--- config.mk ---
export PLATFORM = sky130hd
export DESIGN_NAME = ipt_regs
export DESIGN_NICKNAME = d
export VERILOG_FILES = /design/src/inc/ipt_pkg.sv /design/src/rtl/ipt_prio_reg.sv /design/src/rtl/ipt_arbiter.sv /design/src/rtl/ipt_regs.sv
export SDC_FILE = /design/constraint.sdc
export NUM_CORES = 1
export LEC_CHECK = 0
export ABC_CLOCK_PERIOD_IN_PS = 17400
export BUFFER_PORTS_ARGS = -buffer_cell sky130_fd_sc_hd__buf_2
export CAP_MARGIN = 5
export CORE_MARGIN = 2
export CORE_UTILIZATION = 55
export DETAILED_ROUTE_END_ITERATION = 10
export GPL_TIMING_DRIVEN = 0
export PLACE_DENSITY = 0.86
export SLEW_MARGIN = 10
export SYNTH_ARGS = -nofsm -noshare
export SYNTH_HDL_FRONTEND = slang
export SYNTH_SLANG_ARGS = --single-unit
export TNS_END_PERCENT = 50
--- constraint.sdc ---
create_clock -name clk_i -period 17.4 [get_ports clk_i]
set_input_delay 0 -clock clk_i [delete_from_list [all_inputs] [get_ports clk_i]]
set_output_delay 0 -clock clk_i [all_outputs]
set_load 0.05 [all_outputs]
--- src/inc/ipt_pkg.sv ---
// Operation
// - field codes 001..111 give priority equal to value; 111 is level 7.
// - field code 001 gives priority 1, the lowest enabled level.
// - field code 000 disables the source; it never raises a request.
// - unimplemented bits read zero and ignore writes.
// - clock timestamp priority sits in bits 10-8, read and write.
// - serial6 rx priority in bits 10-8, serial6 tx in bits 14-12.
// - test port priority in bits 6-4; bits 15-7 unimplemented.
// - serial6 error priority in bits 2-0; bit 3 unimplemented.
// - test register bits 11-8 show current cpu level 0..15.
// - every implemented priority field resets to 100, level 4.
package ipt_pkg;
    // ==========================================================
    // sizes
    localparam int NUM_SRC  = 13;
    localparam int NUM_PRIO = 5;
    localparam int PW       = 3;
    // ==========================================================
    // byte offsets on the bus
    localparam logic [7:0] OFS_PRIORITY_CFG_TIMERS_DISPLAY       = 8'h00;
    localparam logic [7:0] OFS_PRIORITY_CFG_OSC_SELFTUNE         = 8'h04;
    localparam logic [7:0] OFS_PRIORITY_CFG_SERIAL5_RX_TIMESTAMP = 8'h08;
    localparam logic [7:0] OFS_PRIORITY_CFG_SERIAL5_SERIAL6      = 8'h0C;
    localparam logic [7:0] OFS_PRIORITY_CFG_TESTPORT_SERIAL6_ERR = 8'h10;
    localparam logic [7:0] OFS_INTERRUPT_TEST_STATUS             = 8'h14;
    // ==========================================================
    // implemented bits and reset pattern of priority registers
    localparam logic [15:0] PRIO_MASK [NUM_PRIO] =
        '{16'h0777, 16'h0700, 16'h7770, 16'h7777, 16'h0077};
    localparam logic [15:0] PRIO_RST_PAT = 16'h4444;
    localparam logic [2:0]  PRIO_OFF     = 3'h0;
    localparam logic [2:0]  PRIO_TOP     = 3'h7;
    localparam logic [2:0]  PRIO_LOW     = 3'h1;
    // ==========================================================
    // source placement: register index and field lsb
    localparam int SRC_REG [NUM_SRC] =
        '{0, 0, 0, 1, 2, 2, 2, 3, 3, 3, 3, 4, 4};
    localparam int SRC_LSB [NUM_SRC] =
        '{8, 4, 0, 8, 12, 8, 4, 12, 8, 4, 0, 4, 0};
    // ==========================================================
    // test register layout
    localparam int          TST_PEND_BIT = 15;
    localparam int          TST_HOLD_BIT = 13;
    localparam int          TST_LVL_LSB  = 8;
    localparam logic [15:0] TST_MASK     = 16'hAF7F;
    localparam logic        HOLD_RST     = 1'b0;
    // vector number of source 0; value is arbitrary
    localparam logic [6:0]  VEC_BASE     = 7'h08;
    // ==========================================================
    // arbitration winner
    typedef struct packed {
        logic       valid;
        logic [2:0] prio;
        logic [3:0] idx;
    } ipt_win_type;
endpackage : ipt_pkg

--- src/rtl/ipt_prio_reg.sv ---
`timescale 1ns/10ps
`default_nettype none
module ipt_prio_reg
    import ipt_pkg::*;
#(
    parameter logic [15:0] MASK = 16'h0000
) (
    // clock and reset
    input  wire logic        clk_i,
    input  wire logic        rst_i,
    // write port
    input  wire logic        wr_en_i,
    input  wire logic [1:0]  sel_i,
    input  wire logic [15:0] dat_i,
    // contents
    output logic [15:0]      q_o
);
    logic [15:0] wm;

    // byte lanes limited to implemented bits
    assign wm = MASK & {{8{sel_i[1]}}, {8{sel_i[0]}}};

    // ==========================================================
    // storage
    always_ff @(posedge clk_i) begin
        if (rst_i) begin
            q_o <= PRIO_RST_PAT & MASK;
        end else if (wr_en_i) begin
            q_o <= (q_o & ~wm) | (dat_i & wm);
        end
    end
endmodule : ipt_prio_reg
`default_nettype wire

--- src/rtl/ipt_arbiter.sv ---
`timescale 1ns/10ps
`default_nettype none
module ipt_arbiter
    import ipt_pkg::*;
(
    // clock and reset
    input  wire logic                  clk_i,
    input  wire logic                  rst_i,
    // sources
    input  wire logic [NUM_SRC-1:0]    req_i,
    input  wire logic [NUM_SRC*PW-1:0] prio_i,
    // registered winner
    output ipt_win_type                win_o
);
    ipt_win_type      best;
    logic [NUM_SRC-1:0] top_req;
    logic [NUM_SRC-1:0] hi_req;

    // ==========================================================
    // highest field wins, ties go to lowest index
    always_comb begin
        best = '0;
        for (int i = 0; i < NUM_SRC; i++) begin
            if (req_i[i] && prio_i[i*PW +: PW] != PRIO_OFF &&
                prio_i[i*PW +: PW] > best.prio) begin
                best.valid = 1'b1;
                best.prio  = prio_i[i*PW +: PW];
                best.idx   = 4'(i);
            end
        end
    end

    always_ff @(posedge clk_i) begin
        if (rst_i) begin
            win_o <= '0;
        end else begin
            win_o <= best;
        end
    end

    // helper flags per source for checking
    for (genvar g = 0; g < NUM_SRC; g++) begin : g_chk
        assign top_req[g] = req_i[g] && prio_i[g*PW +: PW] == PRIO_TOP;
        assign hi_req[g]  = req_i[g] && prio_i[g*PW +: PW] > PRIO_LOW;
    end

    a_top_level_wins: assert property (@(posedge clk_i) disable iff (rst_i)
        |top_req |=> win_o.valid && win_o.prio == 3'h7)
        else $error("level 7 request did not win");
    a_low_level_one: assert property (@(posedge clk_i) disable iff (rst_i)
        win_o.prio == 3'h1 |-> !$past(|hi_req))
        else $error("level 1 won over a higher request");
    a_disabled_silent: assert property (@(posedge clk_i) disable iff (rst_i)
        win_o.valid |-> win_o.prio != 3'h0)
        else $error("disabled source won");
endmodule : ipt_arbiter
`default_nettype wire

--- src/rtl/ipt_regs.sv ---
`timescale 1ns/10ps
`default_nettype none
module ipt_regs
    import ipt_pkg::*;
(
    // clock and reset
    input  wire logic               clk_i,
    input  wire logic               rst_i,
    // wishbone slave
    input  wire logic               wb_cyc_i,
    input  wire logic               wb_stb_i,
    input  wire logic               wb_we_i,
    input  wire logic [7:0]         wb_adr_i,
    input  wire logic [3:0]         wb_sel_i,
    input  wire logic [31:0]        wb_dat_i,
    output logic      [31:0]        wb_dat_o,
    output logic                    wb_ack_o,
    // peripheral request lines, flag and enable already applied
    input  wire logic [NUM_SRC-1:0] src_req_i,
    // processor core side
    input  wire logic [3:0]         cpu_level_i,
    input  wire logic               cpu_ack_i,
    output logic                    cpu_irq_o,
    output logic      [2:0]         cpu_irq_prio_o,
    output logic      [6:0]         cpu_irq_vec_o
);
    // ==========================================================
    // declarations
    logic                  ack_r;
    logic                  req_live;
    logic                  wr_ok;
    logic [NUM_PRIO-1:0]   prio_wr;
    logic                  tst_wr;
    logic                  hit;
    logic [15:0]           rd_word;
    logic [15:0]           rd_mask;
    logic [15:0]           cfg_q [NUM_PRIO];
    logic [NUM_SRC*PW-1:0] fields;
    ipt_win_type           win;
    logic                  pending_r;
    logic                  pending_nxt;
    logic                  hold_r;
    logic [3:0]            level_r;
    logic [6:0]            ack_vec_r;
    logic [6:0]            top_vec_r;
    logic [6:0]            win_vec;
    logic [6:0]            shown_vec;
    logic [15:0]           tst_word;

    // ==========================================================
    // bus handshake
    // a request is live while cyc and stb are both high
    assign req_live = wb_cyc_i && wb_stb_i;

    // ack one cycle after the request, dropped the cycle after
    always_ff @(posedge clk_i) begin
        if (rst_i) begin
            ack_r <= 1'b0;
        end else begin
            ack_r <= req_live && !ack_r;
        end
    end

    assign wb_ack_o = ack_r;

    // a write lands on the edge where ack is seen
    assign wr_ok = req_live && wb_we_i && ack_r;

    // ==========================================================
    // address decode
    always_comb begin
        prio_wr = '0;
        tst_wr  = 1'b0;
        hit     = 1'b1;
        case (wb_adr_i)
            OFS_PRIORITY_CFG_TIMERS_DISPLAY: begin
                prio_wr[0] = wr_ok;
            end
            OFS_PRIORITY_CFG_OSC_SELFTUNE: begin
                prio_wr[1] = wr_ok;
            end
            OFS_PRIORITY_CFG_SERIAL5_RX_TIMESTAMP: begin
                prio_wr[2] = wr_ok;
            end
            OFS_PRIORITY_CFG_SERIAL5_SERIAL6: begin
                prio_wr[3] = wr_ok;
            end
            OFS_PRIORITY_CFG_TESTPORT_SERIAL6_ERR: begin
                prio_wr[4] = wr_ok;
            end
            OFS_INTERRUPT_TEST_STATUS: begin
                tst_wr = wr_ok;
            end
            default: begin
                hit = 1'b0;
            end
        endcase
    end

    // ==========================================================
    // priority registers, one per generate entry
    for (genvar r = 0; r < NUM_PRIO; r++) begin : g_prio
        ipt_prio_reg #(
            .MASK    (PRIO_MASK[r])
        ) u_reg (
            .clk_i   (clk_i),
            .rst_i   (rst_i),
            .wr_en_i (prio_wr[r]),
            .sel_i   (wb_sel_i[1:0]),
            .dat_i   (wb_dat_i[15:0]),
            .q_o     (cfg_q[r])
        );
    end

    // gather each source's field into one flat vector
    for (genvar s = 0; s < NUM_SRC; s++) begin : g_field
        assign fields[s*PW +: PW] =
            cfg_q[SRC_REG[s]][SRC_LSB[s] +: PW];
    end

    // ==========================================================
    // arbitration among requesting sources
    ipt_arbiter u_arb (
        .clk_i  (clk_i),
        .rst_i  (rst_i),
        .req_i  (src_req_i),
        .prio_i (fields),
        .win_o  (win)
    );

    assign win_vec = VEC_BASE + 7'(win.idx);

    // ==========================================================
    // request toward the core
    // raised while the winner outranks the cpu level; an ack
    // withdraws it until the winner is judged again
    always_comb begin
        pending_nxt = win.valid && ({1'b0, win.prio} > cpu_level_i);
        if (cpu_ack_i) begin
            pending_nxt = 1'b0;
        end
    end

    always_ff @(posedge clk_i) begin
        if (rst_i) begin
            pending_r <= 1'b0;
        end else begin
            pending_r <= pending_nxt;
        end
    end

    // priority and vector presented with the request
    always_ff @(posedge clk_i) begin
        if (rst_i) begin
            cpu_irq_prio_o <= 3'h0;
            cpu_irq_vec_o  <= 7'h00;
        end else begin
            cpu_irq_prio_o <= win.prio;
            cpu_irq_vec_o  <= win_vec;
        end
    end

    assign cpu_irq_o = pending_r;

    // ==========================================================
    // test register state
    // capture select, the only writable bit
    always_ff @(posedge clk_i) begin
        if (rst_i) begin
            hold_r <= HOLD_RST;
        end else if (tst_wr && wb_sel_i[1]) begin
            hold_r <= wb_dat_i[TST_HOLD_BIT];
        end
    end

    // mirror of the cpu level
    always_ff @(posedge clk_i) begin
        if (rst_i) begin
            level_r <= 4'h0;
        end else begin
            level_r <= cpu_level_i;
        end
    end

    // vector of the last acknowledged request
    always_ff @(posedge clk_i) begin
        if (rst_i) begin
            ack_vec_r <= 7'h00;
        end else if (cpu_ack_i && pending_r) begin
            ack_vec_r <= cpu_irq_vec_o;
        end
    end

    // vector of the highest pending request
    always_ff @(posedge clk_i) begin
        if (rst_i) begin
            top_vec_r <= 7'h00;
        end else if (win.valid) begin
            top_vec_r <= win_vec;
        end else begin
            top_vec_r <= 7'h00;
        end
    end

    assign shown_vec = hold_r ? top_vec_r : ack_vec_r;

    // assembled test word, reserved bits tied low
    always_comb begin
        tst_word                = 16'h0000;
        tst_word[TST_PEND_BIT]  = pending_r;
        tst_word[TST_HOLD_BIT]  = hold_r;
        tst_word[TST_LVL_LSB +: 4] = level_r;
        tst_word[6:0]           = shown_vec;
    end

    // ==========================================================
    // read path
    always_comb begin
        rd_word = 16'h0000;
        rd_mask = 16'h0000;
        case (wb_adr_i)
            OFS_PRIORITY_CFG_TIMERS_DISPLAY: begin
                rd_word = cfg_q[0];
                rd_mask = PRIO_MASK[0];
            end
            OFS_PRIORITY_CFG_OSC_SELFTUNE: begin
                rd_word = cfg_q[1];
                rd_mask = PRIO_MASK[1];
            end
            OFS_PRIORITY_CFG_SERIAL5_RX_TIMESTAMP: begin
                rd_word = cfg_q[2];
                rd_mask = PRIO_MASK[2];
            end
            OFS_PRIORITY_CFG_SERIAL5_SERIAL6: begin
                rd_word = cfg_q[3];
                rd_mask = PRIO_MASK[3];
            end
            OFS_PRIORITY_CFG_TESTPORT_SERIAL6_ERR: begin
                rd_word = cfg_q[4];
                rd_mask = PRIO_MASK[4];
            end
            OFS_INTERRUPT_TEST_STATUS: begin
                rd_word = tst_word;
                rd_mask = TST_MASK;
            end
            default: begin
                rd_word = 16'h0000;
                rd_mask = 16'h0000;
            end
        endcase
    end

    // read data registered with ack, zero for unmapped offsets
    always_ff @(posedge clk_i) begin
        if (rst_i) begin
            wb_dat_o <= 32'h0000_0000;
        end else if (req_live && !ack_r) begin
            wb_dat_o <= {16'h0000, rd_word & rd_mask & {16{hit}}};
        end
    end

    // ==========================================================
    // checks
    a_unused_reads_zero: assert property (@(posedge clk_i) disable iff (rst_i)
        ack_r && !wb_we_i |-> (wb_dat_o[31:16] == 16'h0000) &&
            ((wb_dat_o[15:0] & ~$past(rd_mask)) == 16'h0000))
        else $error("unimplemented bits read nonzero");

    a_stamp_field_wr: assert property (@(posedge clk_i) disable iff (rst_i)
        prio_wr[2] && wb_sel_i[1] |=>
            cfg_q[2][10:8] == $past(wb_dat_i[10:8]))
        else $error("timestamp field did not take write");

    a_serial6_fields: assert property (@(posedge clk_i) disable iff (rst_i)
        prio_wr[3] && wb_sel_i[1] |=>
            cfg_q[3][14:12] == $past(wb_dat_i[14:12]) &&
            cfg_q[3][10:8] == $past(wb_dat_i[10:8]))
        else $error("serial6 fields did not take write");

    a_testport_upper: assert property (@(posedge clk_i) disable iff (rst_i)
        prio_wr[4] && wb_sel_i[0] |=>
            cfg_q[4][15:7] == 9'h000 &&
            cfg_q[4][6:4] == $past(wb_dat_i[6:4]))
        else $error("test port register layout broken");

    a_serial6_err_low: assert property (@(posedge clk_i) disable iff (rst_i)
        prio_wr[4] && wb_sel_i[0] |=>
            cfg_q[4][3] == 1'b0 &&
            cfg_q[4][2:0] == $past(wb_dat_i[2:0]))
        else $error("serial6 error field layout broken");

    a_level_mirror: assert property (@(posedge clk_i) disable iff (rst_i)
        ##1 tst_word[11:8] == $past(cpu_level_i))
        else $error("reported level differs from cpu level");

    a_vector_capture: assert property (@(posedge clk_i) disable iff (rst_i)
        cpu_ack_i && pending_r && !hold_r ##1 !hold_r |->
            shown_vec == $past(cpu_irq_vec_o))
        else $error("acked vector not captured");

    a_reset_level_four: assert property (@(posedge clk_i)
        $past(rst_i) |-> cfg_q[0] == 16'h0444 && cfg_q[4] == 16'h0044)
        else $error("priority fields not at level 4 after reset");

    a_ack_drops_req: assert property (@(posedge clk_i) disable iff (rst_i)
        cpu_ack_i |=> !cpu_irq_o)
        else $error("request still high after ack");

    a_test_read_only: assert property (@(posedge clk_i) disable iff (rst_i)
        tst_wr && !cpu_ack_i |=> ack_vec_r == $past(ack_vec_r))
        else $error("test write changed captured vector");
endmodule : ipt_regs
`default_nettype wire

==> results of run 1 <==
-- cell families after synthesis --
logic type,synth area share (%)
muxes,9.80
and+or+nand+nor,22.8
DFF,33.0
adders and majority gates,5.77
AOI/OAI and AO/OA,21.8
buffers and inverters,6.79
other,0.0711
-- metal layers --
metal  wire length [µm]  GRT usage (%)
met5                  0              0
met4                656           13.9
met3               1420           5.34
met2               7470           49.9
met1               6120           36.0
-- stage by stage --
stage	worst slack, ns	cell area [µm²]
after detailed placement	0.351	5840
after floorplan	2.34	5340
final	0.784	6310
after global placement	1.05	5840
after global routing	-0.0402	6310
after CTS	0.320	6210
-- how the worst max path moves through the flow --
stage | cells past startpoint | start | to
finish | 83 | flip-flop | u_arb.win_o[7]
detailed placement | 82 | flip-flop | u_arb.win_o[5]
global placement | 82 | flip-flop | u_arb.win_o[5]
floorplan | 82 | flip-flop | u_arb.win_o[5]
CTS | 82 | flip-flop | u_arb.win_o[5]
global route | 84 | flip-flop | u_arb.win_o[2]
-- worst register-to-register path, delay by kind of cell, from the launching register on --
| kind | cells | cell delay (ns) |
|---|---|---|
| compound gates | 37 | 7.03 |
| fa+ha+maj | 14 | 3.83 |
| buf+inv | 6 | 0.60 |
| flops | 1 | 0.41 |
| mux | 3 | 1.02 |
| simple gates | 23 | 3.67 |
-- cell usage in the layout (no fill, tap or decap), drive strengths merged, types with 5 or more instances in the layout --
cell         count
nor2            99
buf             95
dfxtp           87
nand2           64
mux2i           46
inv             39
a21oi           38
o21ai           27
clkbuf          27
ha              21
conb            19
nand3           18
dlygate4sd3     18
and2            17
nor3            16
nor2b           13
a211oi           9
a211o            8
and3             8
or2              6
a311oi           6
a21o             6
or3              5
a22oi            5
a221oi           5
-- final cells by class --
type,count,area [µm²],share of cell area [%]
multi-input combinational,504,3290,52.1
sequential,87,1740,27.6
timing repair buffer,91,561,8.89
buffer,40,223,3.53
tap,129,161,2.56
inverter,36,135,2.14
clock buffer,9,124,1.96
clock inverter,7,73.8,1.17
-- power groups by stage --
stage	registers, mW	logic, mW	clock network, mW
4_1_cts	0.207	0.0734	0.139
5_1_grt	0.207	0.0832	0.148
2_1_floorplan	0.218	0.0429	0
3_3_place_gp	0.211	0.0679	0
3_5_place_dp	0.211	0.0701	0
6_report	0.207	0.0779	0.141
-- repair_timing --
| item | in CTS | in global routing |
|---|---|---|
| hold buffers | 18 | 0 |
| hold endpoints to repair | 46 | 0 |
| setup endpoints to repair | 0 | 8 |
| buffers inserted | 0 | 6 |
| gates resized for setup | 0 | 10 |
==> metrics.cfg, run 1 <==
[run_status]
status = finished, final reports clean

[global_routing]
grt_use_total_pct = 29.4
grt_max_degree = 19
grt_pass1_wl_um = 23800
gr-total-overflow = 0
antenna_found_initial = 0
grt_pass1_vias = 5059

[place]
placedCellCount = 863
dpl.hpwl_um = 11800
io_buffers = 67
gp_congestion = 0.888

[synthesis]
syn_area_per_cell_um2 = 8.12
synthArstFlopShare_pct = 0
synth.top_cell.area_share_pct = 33.0
syn_inst = 649
yosysTopAreaCell = dfxtp_1
netlist_top_cells_count = nor2_1, dfxtp_1, nand2_1
yosysMostFrequentCell = nor2_1
synthTopCellsByArea = dfxtp_1, mux2i_1, nor2_1
synthesis.area_um2 = 5270
synth_warnings = 0
seq_area_frac_synth_pct = 33.0
ys_ff_latch = 87
synth-edff-count = 0
synth_cell_types = 74
synth_flop_cell = dfxtp_1

[timing]
setup_tns_ns = 0
relSlewSlack_pct = 49.9
maxSlewViolCount = 0
layout_min_cycle_time_ns = 16.62
setup_violations = 0
period_share_pct = 95.5
skew_ns = 0.0122
fin_hold_ws_ns = 0.0510
max_freq_mhz = 60.2
worst_pin_slew_ns = 0.749
finalHoldViolCount = 0

[detailed_routing]
drt_wl_total_um = 15700
drt_pass1_iterations = 5
via_per_inst = 6.04
num_vias = 5451
avgRoutedWirePerCell_um = 17.3
postRouteAntennaNets = 0
drt_iter0_drc = 488
route.detailed.drc = 0

[final_layout]
utilization_pct = 67.9
area.growth.synth_to_final_pct = 19.6
fillCellCount = 732
finalNonFillerCells = 903
antenna_cells = 0
drive_gt1_share_pct = 19.5
nets = 857

[setup_path]
r2r.worst_path.cells = 83
slowest_delay_ns = 0.41
r2r_slack_ns = 0.78
slowest_stage = dfxtp_1
critPathRequiredTime_ns = 17.69
arrival_ns = 16.91
timing.rr.end = u_arb.win_o[7]
endpoint_kind = flip-flop
critPathTopFamily = compound AO/OA/AOI/OAI gates
crit_top_cell = ha_1
cp-start-kind = flip-flop
crit_fanout = 5
cp_num_buf_inv = 6
crit_type = flip-flop to flip-flop

[power_and_ir_drop]
vdd_drop_max_v = 0.0000369
p_int_mw = 0.288
power_density_nw_per_um2 = 67.5
leakage_nw = 2.81
pwr-share-clk_pct = 33.2
switchingPower_mw = 0.138
pwr-share-comb_pct = 18.3
seqPwrFrac_pct = 48.5
power_mw = 0.426
swShare_pct = 32.5

[clocking]
cts_tree = yes
clock-sinks = 87
cts_root_buf = clkbuf_8
clk_path_buf_depth = 2
clock_latency_ns = 0.38
numCtsBuffers = 9
path_clk_slew_ns = 0.10
htreeDepth = 3

[floorplan]
num_rows = 35
start_util_pct = 56.8
die_x_um = 102
core_area_um2 = 9280
die_h_um = 102
die_area_um2 = 10400
ioPinCount = 111

[run]
drv_cap = 0

[hold_path]
min_from = rst_i
hold-path-endpoint = cpu_irq_vec_o[2]
hold_path_depth = 2
hp-class = input pin to flip-flop

(Power assumes the default switching activity.)
==> inputs of run 2 (changes only) <==
- CELL_PAD_IN_SITES_DETAIL_PLACEMENT: unset -> 1
- CELL_PAD_IN_SITES_GLOBAL_PLACEMENT: unset -> 2
- CORE_UTILIZATION: 55 -> 32
==> metrics.cfg, run 2 (same netlist as run 1, synthesis figures left out) <==
[run_status]
status = finished, final reports clean

[timing]
rsz0062_at_grt = false
period_share_pct = 93.7
worst_pin_slew_ns = 0.910
finalHoldViolCount = 0
fin_hold_ws_ns = 0.0886
max_freq_mhz = 61.3
skew_ns = 0.00997
relSlewSlack_pct = 38.8
setup_violations = 0
maxSlewViolCount = 0
setup_tns_ns = 0
layout_min_cycle_time_ns = 16.30

[clocking]
path_clk_slew_ns = 0.07
cts_root_buf = clkbuf_16
clk_path_buf_depth = 2
clock_latency_ns = 0.34
clock-sinks = 87
htreeDepth = 3
numCtsBuffers = 9
cts_tree = yes

[global_routing]
grt_pass1_wl_um = 27800
grt_max_degree = 19
grt_use_total_pct = 19.8
gr-total-overflow = 0
antenna_found_initial = 0
grt_pass1_vias = 5346

[floorplan]
ioPinCount = 111
die_h_um = 132
core_area_um2 = 16000
die_area_um2 = 17500
num_rows = 46
start_util_pct = 33.0
die_x_um = 132

[hold_path]
hp-class = input pin to flip-flop
min_from = rst_i

[detailed_routing]
drt_pass1_iterations = 4
num_vias = 5152
avgRoutedWirePerCell_um = 17.8
route.detailed.drc = 0
drt_iter0_drc = 231
via_per_inst = 5.23
postRouteAntennaNets = 0
drt_wl_total_um = 17500

[final_layout]
area.growth.synth_to_final_pct = 23.0
fillCellCount = 1990
drive_gt1_share_pct = 19.5
final_cell_mix = nor2_1, dfxtp_1, buf_2
antenna_cells = 0
final_common_cell = nor2_1
nets = 853
fin_area_um2 = 6490
finalNonFillerCells = 986

[setup_path]
endpoint_kind = flip-flop
slowest_delay_ns = 0.39
crit_fanout = 7
crit_type = flip-flop to flip-flop
cp-start-kind = flip-flop
crit_top_cell = ha_1
critPathRequiredTime_ns = 17.64
arrival_ns = 16.54
slowest_stage = dfxtp_1

[place]
dpl.hpwl_um = 14200
placedCellCount = 950
io_buffers = 67
placed_area_um2 = 5950
gp_congestion = 0.860

[power_and_ir_drop]
leakage_nw = 2.83
pwr-share-comb_pct = 16.1
swShare_pct = 30.4
vdd_drop_max_v = 0.0000479
seqPwrFrac_pct = 43.3
power_density_nw_per_um2 = 73.6
p_int_mw = 0.332
switchingPower_mw = 0.145
pwr-share-clk_pct = 40.5
power_mw = 0.477

[run]
drv_cap = 0

[run 2: cell types whose count changed in the layout (fill, tap and decap cells not counted), sizes merged]
| cell | delta |
|---|---|
| buf | -3 |
| clkinv | -3 |
| dlygate4sd3 | -1 |
| inv | +3 |
[run 2: final timing paths]
kind / cells past startpoint / to / slack, ns
worst min-delay path: 2 / cpu_irq_vec_o[1] / 0.09
worst min register to register: 2 / cpu_irq_prio_o[0] / 0.45
worst max register to register: 82 / u_arb.win_o[5] / 1.10
worst max-delay path: 82 / u_arb.win_o[5] / 1.10
[run 2: what timing repair did]
| action | 4_1_cts | 5_1_grt |
|---|---|---|
| hold buffers | 17 | 0 |
| endpoints found under the setup margin | 0 | 8 |
| hold endpoints to repair | 41 | 0 |
| gates resized for setup | 0 | 12 |
| setup buffers | 0 | 3 |
[run 2: power groups by stage]
stage / Sequential (mW) / Combinational (mW) / Clock, mW
final: 0.207 / 0.0771 / 0.193
after global routing: 0.207 / 0.0833 / 0.203
after global placement: 0.211 / 0.0700 / 0
after CTS: 0.207 / 0.0752 / 0.195
after detailed placement: 0.211 / 0.0720 / 0
after floorplan: 0.218 / 0.0429 / 0
[run 2: per-layer routing]
metal,global-route usage [%],up-vias,share of wire (%)
met5,0,-,0
met4,4.12,0,1.3
met3,3.42,19,3.5
met2,35.3,86,50
met1,24.9,2535,46
li1,-,2512,-
[run 2: worst max-delay path: cells and delay by family, from the launching register on]
kind                     cells  cell delay [ns]
multiplexers                 3             1.00
AND/OR/NAND/NOR             23             3.59
buffers and inverters        5             0.41
AO/OA/AOI/OAI               37             6.97
flip-flops                   1             0.39
adder cells (fa/ha/maj)     14             3.80
[run 2: through the flow]
step | utilization (%) | setup WS (ns)
3_3_place_gp | 37.2 | 0.649
6_report | 40.5 | 1.10
2_1_floorplan | - | 2.34
5_1_grt | 40.5 | 0.0243
3_5_place_dp | 37.2 | 0.241
4_1_cts | 40.1 | 0.187
[run 2: cell type report]
type	count	area (µm²)	share of cell area, %
multi-input cells	504	3290	50.8
flip-flops and latches	87	1740	26.9
repair buffers	87	528	8.14
well taps	216	270	4.17
clock buffers	9	225	3.47
plain buffers	40	223	3.43
inverters	36	135	2.08
clock inverters	7	68.8	1.06
==> inputs of run 3 (changes only) <==
- PLACE_DENSITY: 0.86 -> 0.8
==> metrics.cfg, run 3 (same netlist as run 1, synthesis figures left out) <==
[hold_path]
hold_path_depth = 2
hp-class = input pin to flip-flop
hold-path-endpoint = cpu_irq_vec_o[2]
min_from = rst_i

[final_layout]
finalNonFillerCells = 991
nets = 858
area.growth.synth_to_final_pct = 24.2
final_common_cell = nor2_1
final_cell_mix = nor2_1, dfxtp_1, buf_2
fin_area_um2 = 6550
antenna_cells = 0
utilization_pct = 40.9
drive_gt1_share_pct = 20.1

[global_routing]
grt_pass1_wl_um = 28300
gr-total-overflow = 0
antenna_found_initial = 0
grt_max_degree = 18
grt_use_total_pct = 20.4
grt_pass1_vias = 5234

[run]
drv_cap = 0

[place]
placed_area_um2 = 5950
placedCellCount = 950
io_buffers = 67
gp_congestion = 0.869
dpl.hpwl_um = 14300
dpl_worst_slack_ns = -0.131

[detailed_routing]
via_per_inst = 5.16
num_vias = 5112
postRouteAntennaNets = 0
avgRoutedWirePerCell_um = 18.1
route.detailed.drc = 0
drt_wl_total_um = 17900
drt_pass1_iterations = 4
drt_iter0_drc = 226

[clocking]
clock_latency_ns = 0.35
path_clk_slew_ns = 0.07
clock-sinks = 87
cts_root_buf = clkbuf_16
cts_tree = yes
htreeDepth = 3
numCtsBuffers = 9
clk_path_buf_depth = 2

[run_status]
status = finished, final reports clean

[setup_path]
arrival_ns = 16.65
r2r_slack_ns = 1.0
critPathTopFamily = compound AO/OA/AOI/OAI gates
critPathRequiredTime_ns = 17.64
crit_top_cell = ha_1
cp-start-kind = flip-flop
cp_num_buf_inv = 6
crit_type = flip-flop to flip-flop
timing.rr.end = u_arb.win_o[5]
r2r.worst_path.cells = 83
endpoint_kind = flip-flop
slowest_delay_ns = 0.36
slowest_stage = dfxtp_1
crit_fanout = 7

[timing]
maxSlewViolCount = 0
layout_min_cycle_time_ns = 16.40
fin_hold_ws_ns = 0.115
setup_ws_ns = 0.996
max_freq_mhz = 61.0
period_share_pct = 94.3
finalHoldViolCount = 0
relSlewSlack_pct = 46.9
skew_ns = 0.00669
worst_pin_slew_ns = 0.793
setup_violations = 0
setup_tns_ns = 0

[floorplan]
ioPinCount = 111
die_area_um2 = 17500
die_x_um = 132
start_util_pct = 33.0
core_area_um2 = 16000
num_rows = 46
die_h_um = 132

[power_and_ir_drop]
vdd_drop_max_v = 0.0000390
power_density_nw_per_um2 = 74.3
leakage_nw = 2.86
power_mw = 0.486

==> run 3: worst max-delay path by stage <==
| stage | startpoint | endpoint | slack (ns) | cells after the start |
|---|---|---|---|---|
| detailed placement | flip-flop | u_arb.win_o[5] | -0.13 | 82 |
| CTS | flip-flop | u_arb.win_o[5] | 0.06 | 82 |
| global route | flip-flop | u_arb.win_o[5] | -0.02 | 83 |
| floorplan | flip-flop | u_arb.win_o[5] | 2.34 | 82 |
| finish | flip-flop | u_arb.win_o[5] | 1.0 | 83 |
| global placement | flip-flop | u_arb.win_o[5] | 0.50 | 82 |
==> run 3: final cells by class <==
| type | instances | area, µm² |
|---|---|---|
| fill | 1995 | 9450 |
| multi-input combinational | 504 | 3300 |
| clock buffer | 9 | 225 |
| clock inverter | 7 | 86.3 |
| buffer | 40 | 223 |
| inverter | 36 | 135 |
| tap | 216 | 270 |
| timing repair buffer | 92 | 566 |
| sequential | 87 | 1740 |
==> run 3: repair_timing <==
action | in CTS | in global routing
endpoints found under the setup margin | 7 | 8
setup buffers | 0 | 8
gates cloned | 0 | 0
hold buffers | 17 | 0
pin swaps | 0 | 4
gates resized for setup | 1 | 14
endpoints found under the hold margin | 39 | 0
==> run 3: worst reg2reg max path: cells and delay by family, from the launching register on <==
family / cells / cell delay (ns)
AOI/OAI and AO/OA: 37 / 7.08
adders and majority gates: 14 / 4.01
and+or+nand+nor: 23 / 3.33
muxes: 3 / 1.00
buffers and inverters: 6 / 0.54
DFF: 1 / 0.36
==> run 3: per-layer routing <==
metal	global-route usage [%]	vias up	part of all wire [%]
met2	34.1	110	48
met1	26.8	2462	46
met5	0	-	0
li1	-	2518	-
met3	3.31	22	4.0
met4	6.87	0	2.0
==> run 3: power breakdown <==
| part | switching [mW] | leakage (nW) | internal [mW] |
|---|---|---|---|
| clock | 0.0875 | 0.150 | 0.115 |
| combinational | 0.0513 | 2.01 | 0.0266 |
| sequential | 0.00234 | 0.706 | 0.204 |
| total | 0.141 | 2.86 | 0.345 |
